[src/common/edge_digitizer_pkg.sv]
// Constants shared by the reply video edge digitizer.
// Assumes one processing clock; no software-visible registers.
package edge_digitizer_pkg;
    // Bit positions of the pin inputs inside the synchroniser word
    localparam int PIN_SUM = 0;
    localparam int PIN_RISE = 1;
    localparam int PIN_FALL = 2;
    localparam int PIN_BEAM = 3;
    localparam int PIN_GATE = 4;
    localparam int PIN_COUNT = 5;
    // Input history: age 0 is t2+2, age 2 is t2, age 3 is t2-1
    localparam int HIST_DEPTH = 4;
    localparam int AGE_AHEAD2 = 0;
    localparam int AGE_AHEAD1 = 1;
    localparam int AGE_NOW = 2;
    localparam int AGE_BEFORE = 3;
    // Reply decoders cleared by the range gate opening pulse
    localparam int DECODER_COUNT = 4;
    // Beam flag delays in processing clocks, real and inferred front marks
    localparam int REAL_MARK_DELAY = 3;
    localparam int INFERRED_MARK_DELAY = 8;
    localparam int BEAM_LINE_DEPTH = 16;
    // Reset values
    localparam logic RESET_LOW = 1'b0;
    localparam logic [PIN_COUNT-1:0] SYNC_RESET = 5'h00;
    localparam logic [HIST_DEPTH-1:0] HIST_RESET = 4'h0;
endpackage

[src/hw/reply_video_edge_digitizer.sv]
// Reply video edge digitizer: front/back edge marks, pulse-body window,
// initialization pulses and aligned beam flag.
// Assumes asynchronous quantizer pins and an inferred-front flag from
// logic on the same processing clock.
`timescale 1ns/1ps

// Function
// - Front mark on rising-slope fall with video
// - Front mark lasts one clock
// - Front mark starts window, goes downstream
// - Window high from front to back mark
// - Back unit enabled only during window
// - Back edge: video low, or short falling slope
// - Back edge: long falling slope lookahead cases
// - Back mark ends window, goes downstream
// - Range gate enables front, makes clear pulses
// - Gate open clears decoders, clear pulse clears buffer
// - No mainbeam during pulse means sidelobe
// - Beam flag delayed on real, inferred paths
// - Selector picks inferred path on flag
// - Everything on the processing clock
module reply_video_edge_digitizer #(
    parameter int REAL_DELAY = edge_digitizer_pkg::REAL_MARK_DELAY,
    parameter int INFERRED_DELAY = edge_digitizer_pkg::INFERRED_MARK_DELAY,
    parameter int DECODERS = edge_digitizer_pkg::DECODER_COUNT
) (
    // Clock and reset
    input wire logic core_clk_in,
    input wire logic rst_in,
    // Quantizer pins
    input wire logic sum_video_in,
    input wire logic rising_slope_in,
    input wire logic falling_slope_in,
    input wire logic mainbeam_flag_in,
    input wire logic range_gate_in,
    // From the inferred-edge generator
    input wire logic inferred_front_flag_in,
    // Edge marks and window
    output logic found_front_mark_out,
    output logic found_back_mark_out,
    output logic pulse_body_window_out,
    output logic sidelobe_pulse_out,
    // Initialization pulses
    output logic [DECODERS-1:0] decoder_clear_out,
    output logic buffer_clear_pulse_out,
    // Beam flag toward the memory delay
    output logic aligned_beam_flag_out
);

    localparam int LINE = edge_digitizer_pkg::BEAM_LINE_DEPTH;

    initial begin
        if (REAL_DELAY < 1 || REAL_DELAY > LINE || INFERRED_DELAY < 1 ||
            INFERRED_DELAY > LINE || DECODERS < 1) begin
            $error("reply_video_edge_digitizer: unsupported parameters");
        end
    end

    logic [edge_digitizer_pkg::PIN_COUNT-1:0] meta_r;
    logic [edge_digitizer_pkg::PIN_COUNT-1:0] sync_r;
    logic [edge_digitizer_pkg::HIST_DEPTH-1:0] sum_h_r;
    logic [edge_digitizer_pkg::HIST_DEPTH-1:0] rise_h_r;
    logic [edge_digitizer_pkg::HIST_DEPTH-1:0] fall_h_r;
    logic [edge_digitizer_pkg::HIST_DEPTH-1:0] beam_h_r;
    logic gate_d_r;
    logic gate_on;
    logic gate_rise;
    logic front_nxt;
    logic back_case_a;
    logic back_case_b;
    logic back_case_long;
    logic back_nxt;
    logic [LINE-1:0] beam_line_r;
    logic beam_sel_nxt;

    // Pins pass two flops before anything reads them
    always_ff @(posedge core_clk_in) begin
        if (rst_in) begin
            meta_r <= edge_digitizer_pkg::SYNC_RESET;
            sync_r <= edge_digitizer_pkg::SYNC_RESET;
        end else begin
            meta_r <= {range_gate_in, mainbeam_flag_in, falling_slope_in,
                       rising_slope_in, sum_video_in};
            sync_r <= meta_r;
        end
    end

    // Short history so the back-edge test can look two clocks past t2.
    // Front marks are taken at the same age so window and back unit agree.
    always_ff @(posedge core_clk_in) begin
        if (rst_in) begin
            sum_h_r <= edge_digitizer_pkg::HIST_RESET;
            rise_h_r <= edge_digitizer_pkg::HIST_RESET;
            fall_h_r <= edge_digitizer_pkg::HIST_RESET;
            beam_h_r <= edge_digitizer_pkg::HIST_RESET;
        end else begin
            sum_h_r <= {sum_h_r[2:0], sync_r[edge_digitizer_pkg::PIN_SUM]};
            rise_h_r <= {rise_h_r[2:0], sync_r[edge_digitizer_pkg::PIN_RISE]};
            fall_h_r <= {fall_h_r[2:0], sync_r[edge_digitizer_pkg::PIN_FALL]};
            beam_h_r <= {beam_h_r[2:0], sync_r[edge_digitizer_pkg::PIN_BEAM]};
        end
    end

    assign gate_on = sync_r[edge_digitizer_pkg::PIN_GATE];
    assign gate_rise = gate_on & ~gate_d_r;

    always_ff @(posedge core_clk_in) begin
        if (rst_in) begin
            gate_d_r <= edge_digitizer_pkg::RESET_LOW;
        end else begin
            gate_d_r <= gate_on;
        end
    end

    // Front mark: rising slope just ended with sum video present
    always_comb begin
        front_nxt = gate_on
            & rise_h_r[edge_digitizer_pkg::AGE_BEFORE]
            & ~rise_h_r[edge_digitizer_pkg::AGE_NOW]
            & sum_h_r[edge_digitizer_pkg::AGE_NOW];
    end

    // Back edge tests, all relative to t2 = AGE_NOW
    always_comb begin
        back_case_a = ~sum_h_r[edge_digitizer_pkg::AGE_NOW];
        back_case_b = ~fall_h_r[edge_digitizer_pkg::AGE_BEFORE]
            & fall_h_r[edge_digitizer_pkg::AGE_NOW]
            & ~sum_h_r[edge_digitizer_pkg::AGE_AHEAD1];
        back_case_long = ~fall_h_r[edge_digitizer_pkg::AGE_BEFORE]
            & fall_h_r[edge_digitizer_pkg::AGE_NOW]
            & fall_h_r[edge_digitizer_pkg::AGE_AHEAD1]
            & (~sum_h_r[edge_digitizer_pkg::AGE_AHEAD2]
               | fall_h_r[edge_digitizer_pkg::AGE_AHEAD2]
               | rise_h_r[edge_digitizer_pkg::AGE_AHEAD2]);
        back_nxt = pulse_body_window_out
            & (back_case_a | back_case_b | back_case_long);
    end

    // One-clock marks; a slope edge cannot repeat on the next clock
    always_ff @(posedge core_clk_in) begin
        if (rst_in) begin
            found_front_mark_out <= edge_digitizer_pkg::RESET_LOW;
            found_back_mark_out <= edge_digitizer_pkg::RESET_LOW;
        end else begin
            found_front_mark_out <= front_nxt;
            found_back_mark_out <= back_nxt;
        end
    end

    // Window rises with the front mark and falls with the back mark.
    // A new front mark on the same clock as a back edge starts a new body.
    always_ff @(posedge core_clk_in) begin
        if (rst_in) begin
            pulse_body_window_out <= edge_digitizer_pkg::RESET_LOW;
        end else if (front_nxt) begin
            pulse_body_window_out <= 1'b1;
        end else if (back_nxt) begin
            pulse_body_window_out <= 1'b0;
        end
    end

    // Sidelobe: sum pulse present with no mainbeam indication
    always_ff @(posedge core_clk_in) begin
        if (rst_in) begin
            sidelobe_pulse_out <= edge_digitizer_pkg::RESET_LOW;
        end else begin
            sidelobe_pulse_out <= sum_h_r[edge_digitizer_pkg::AGE_NOW]
                & ~beam_h_r[edge_digitizer_pkg::AGE_NOW];
        end
    end

    // Initialization pulses on the opening edge of the range gate
    generate
        for (genvar d = 0; d < DECODERS; d++) begin : g_dec_clear
            always_ff @(posedge core_clk_in) begin
                if (rst_in) begin
                    decoder_clear_out[d] <= edge_digitizer_pkg::RESET_LOW;
                end else begin
                    decoder_clear_out[d] <= gate_rise;
                end
            end
        end
    endgenerate

    always_ff @(posedge core_clk_in) begin
        if (rst_in) begin
            buffer_clear_pulse_out <= edge_digitizer_pkg::RESET_LOW;
        end else begin
            buffer_clear_pulse_out <= gate_rise;
        end
    end

    // Beam flag delay line with two taps; one line keeps both paths in step
    always_ff @(posedge core_clk_in) begin
        if (rst_in) begin
            beam_line_r <= '0;
        end else begin
            beam_line_r <= {beam_line_r[LINE-2:0],
                            beam_h_r[edge_digitizer_pkg::AGE_NOW]};
        end
    end

    always_comb begin
        if (inferred_front_flag_in) begin
            beam_sel_nxt = beam_line_r[INFERRED_DELAY-1];
        end else begin
            beam_sel_nxt = beam_line_r[REAL_DELAY-1];
        end
    end

    always_ff @(posedge core_clk_in) begin
        if (rst_in) begin
            aligned_beam_flag_out <= edge_digitizer_pkg::RESET_LOW;
        end else begin
            aligned_beam_flag_out <= beam_sel_nxt;
        end
    end
endmodule

[config.mk]
export PLATFORM = sky130hd
export DESIGN_NAME = reply_video_edge_digitizer
export DESIGN_NICKNAME = d
export VERILOG_FILES = /design/src/common/edge_digitizer_pkg.sv /design/src/hw/reply_video_edge_digitizer.sv
export SDC_FILE = /design/constraint.sdc
export NUM_CORES = 1
export LEC_CHECK = 0
export BUFFER_PORTS_ARGS = -buffer_cell sky130_fd_sc_hd__buf_2
export CAP_MARGIN = 20
export CORE_MARGIN = 10
export CORE_UTILIZATION = 30
export CTS_BUF_LIST = sky130_fd_sc_hd__clkbuf_8
export CTS_CLUSTER_SIZE = 30
export DETAILED_ROUTE_END_ITERATION = 12
export GPL_TIMING_DRIVEN = 0
export PLACE_DENSITY_LB_ADDON = 0.2
export SYNTH_ARGS = -nofsm -noshare
export SYNTH_HDL_FRONTEND = slang
export SYNTH_SLANG_ARGS = --single-unit
[constraint.sdc]
create_clock -name core_clk_in -period 2.2 [get_ports core_clk_in]
set_input_delay 0.44 -clock core_clk_in [delete_from_list [all_inputs] [get_ports core_clk_in]]
set_output_delay 0.44 -clock core_clk_in [all_outputs]
set_load 0.005 [all_outputs]
Word level (Yosys, flattened, before mapping) --
Cells that the tools add are included.
Operators by class: equal/unequal tests 0, bitwise operators 21, multiplexer cells 3, reduce and logical (&&, ||, !) cells 1, divide/modulo/power cells 0, shift operators 0, $mul 0, magnitude comparators 0, add/subtract/negate cells 0
Operators by type and width (number):
- 1-bit AND | 10
- 1-bit inverter | 7
- 1-bit bitwise OR | 4
- 1-bit two-way mux | 3
- 2-bit nonzero test | 1
Word-level totals: memory bits (read-only) 0, memories 0, RAM bits 0, logic and storage cells 39, register bits 39, output and inout port bits 10, latch bits 0

Longest topological paths before layout --
depth in word-level cells 8, gate-level depth with buffers 3

Worst setup path before layout --
OpenSTA, ideal clock, no wires.
path type register to output, start register buffer_clear_pulse_out (netlist name), end output port decoder_clear_out[0], cell stages (with the launch flop) 2, buffers on the path 1, setup slack 1263 ps, data arrival time 497 ps, cell sequence dfxtp_1 -> buf_4
RTL lines:
- end, declared | RTL line reply_video_edge_digitizer.sv:44 | output logic [DECODERS-1:0] decoder_clear_out,

==> metrics.txt <==
critical path class flop to output pin; hold-critical path depth 2; vias 637; die area 6593 sq um; Hold WS 356.2 ps; detailed-route wire length per cell 9.824 microns; initial antenna violation count 0; Mapped Cells 92; via/cell ratio 3.861; largest net degree at the start of global routing 12; status completed; Slew Limit Fails 0; IO Count 18; postcts setup bufs 0; Critical Path AT 900 ps; crit path max fanout 5; Worst Setup End Kind output pin; worst skew pair latency 290 ps; drt pass-1 iters 2; min-delay src falling_slope_in; Cell Area, Placed 1269 sq um; RR Endpoint found_back_mark_out; post-CTS resize count 0; worst hold path class input port to flop; GRT overflow 0; share of cells above drive strength 1 27.35%; R2R cell count 3; DRT Wirelength 1.621 mm; worst slew pin tran 244.2 ps; Filler cells 376; Rel. slew slack 83.72%; CORE AREA 3633 sq um; row count 22; initial core utilization 30.92%; hold_buf cts 0; Max Cap Viol 0; Worst EP required 1760 ps; Clock Sinks 39; final hold violations 0; Clock transition at path regs 70 ps; TNS Setup 0 ps; Leakage 0.0006004 uW; register area share after synthesis 69.49%; Synth Cell Area 1124 sq um; final net count 124; commonest non-fill, non-tap cell in the layout dfxtp_1; Layout area overhead 21.83%; yosys warns 0; hpwl dp 1.169 mm; global-route wire length before repair 2.918 mm; htree depth 2; post-route ant nets 0; Max IR drop VDD 0.0003512 V; flops & latches, synth 39; Reg2Reg Setup Slack 1260 ps; post-layout min period 1341 ps; Startpoint Class flop; count of different cell masters after synthesis 14; Die H 81.20 microns; antenna cells 0; unrepaired setup endpoints after global routing no; syn nets 100; IO Port Bufs 17; final worst path period share 60.96%; Residual DRC 0; CTS root buf clkbuf_8; CTS tree yes; crit-path max cell delay 390 ps; worst reg2reg startpoint fall_h_r[0]; PwrDens 925.5 nW/um^2; total CTS buffers 5; Die Width 81.20 microns; Slowest cell on crit path dfxtp_1; drt first-iter violations 36; Critical Path, Cell by Cell buf_4 -> buf_2; total track usage 6.095%; Final Setup Violations 0; average size of a mapped cell 12.21 sq um; vias in the first global route 708; most frequent cells in the layout 39 x dfxtp_1, 31 x nor2b_1, 20 x buf_2; post-layout util 37.67%; placer congestion estimate 0.6971; Clock Path Buffers 2; Reg area 780.7 sq um; WHS Endpoint meta_r[2]; footprint of the multi-input gates 297.8 sq um; Max Clock Freq 745.6 MHz; final instance area 1369 sq um; Max Clock Skew 3.202 ps
==> cells in the mapped netlist, drive strengths merged <==
master	n	area share, %
nand3b	1	0.67
nand3	1	0.45
mux2i	1	0.89
o221ai	1	0.78
nor2b	32	18
and2b	3	2.0
nor2	2	0.67
nand2b	2	1.1
o22ai	1	0.56
dfxtp	39	69
buf	7	4.0
nor3b	2	1.3
==> report_power, final <==
group | internal (uW) | switching (uW) | leakage, uW
Clock | 281 | 228 | 0.0000557
Sequential | 720 | 3.55 | 0.000317
Combinational | 19.2 | 15.6 | 0.000228
==> per-stage QoR <==
stage | setup WS (ps) | total power, uW | instances
after floorplan | 1263 | 760.3 | 92
after global placement | 1124 | 774.7 | 157
after detailed placement | 1095 | 775.7 | 157
after CTS | 831.2 | 1288 | 165
after global routing | 790.5 | 1324 | 165
final | 858.8 | 1267 | 165
==> sequential cells by signal (all words and copies together) (netlist names) <==
name	count
sum_h_r	3
buffer_clear_pulse_out	1
gate_d_r	1
fall_h_r	4
found_front_mark_out	1
beam_line_r	8
pulse_body_window_out	1
sync_r	5
beam_h_r	3
meta_r	5
sidelobe_pulse_out	1
aligned_beam_flag_out	1
rise_h_r	4
found_back_mark_out	1
==> how the worst max path moves through the flow <==
| stage | start | endpoint | slack [ps] | cells past startpoint |
|---|---|---|---|---|
| 4_1_cts | buffer_clear_pulse_out | decoder_clear_out[1] | 830 | 2 |
| 5_1_grt | buffer_clear_pulse_out | decoder_clear_out[1] | 790 | 2 |
| 6_report | buffer_clear_pulse_out | decoder_clear_out[1] | 860 | 2 |
| 3_3_place_gp | rst_in | pulse_body_window_out | 1120 | 4 |
| 2_1_floorplan | buffer_clear_pulse_out | decoder_clear_out[0] | 1260 | 1 |
| 3_5_place_dp | rst_in | pulse_body_window_out | 1100 | 4 |
==> worst max-delay path, delay by kind of cell, from the launching register on <==
kind	cells	cell delay, ps
buf+inv	2	230
flops	1	390
==> cell type report <==
cell class,count,area share (%)
sequential,39,57.04
clock inverter,1,0.2742
multi-input combinational,46,21.76
clock buffer,7,7.038
tap,48,4.388
buffer,7,3.291
timing repair buffer,17,6.216
==> per-layer routing <==
| metal | routed length [microns] | global-route usage (%) |
|---|---|---|
| met2 | 709 | 9.236 |
| met1 | 704 | 5.769 |
| met4 | 60 | 5.709 |
| met3 | 148 | 3.422 |
| met5 | 0 | 0 |
==> cell families (layout without fill, tap and decap cells) <==
group                  count (synthesis)  count (layout)  share of synthesized area [%]
AOI/OAI and AO/OA                      2               2                          1.337
buffers and inverters                  7              32                          4.009
and+or+nand+nor                       43              43                          24.28
muxes                                  1               1                         0.8909
DFF                                   39              39                          69.49
Power figures use the tool's default switching activity.
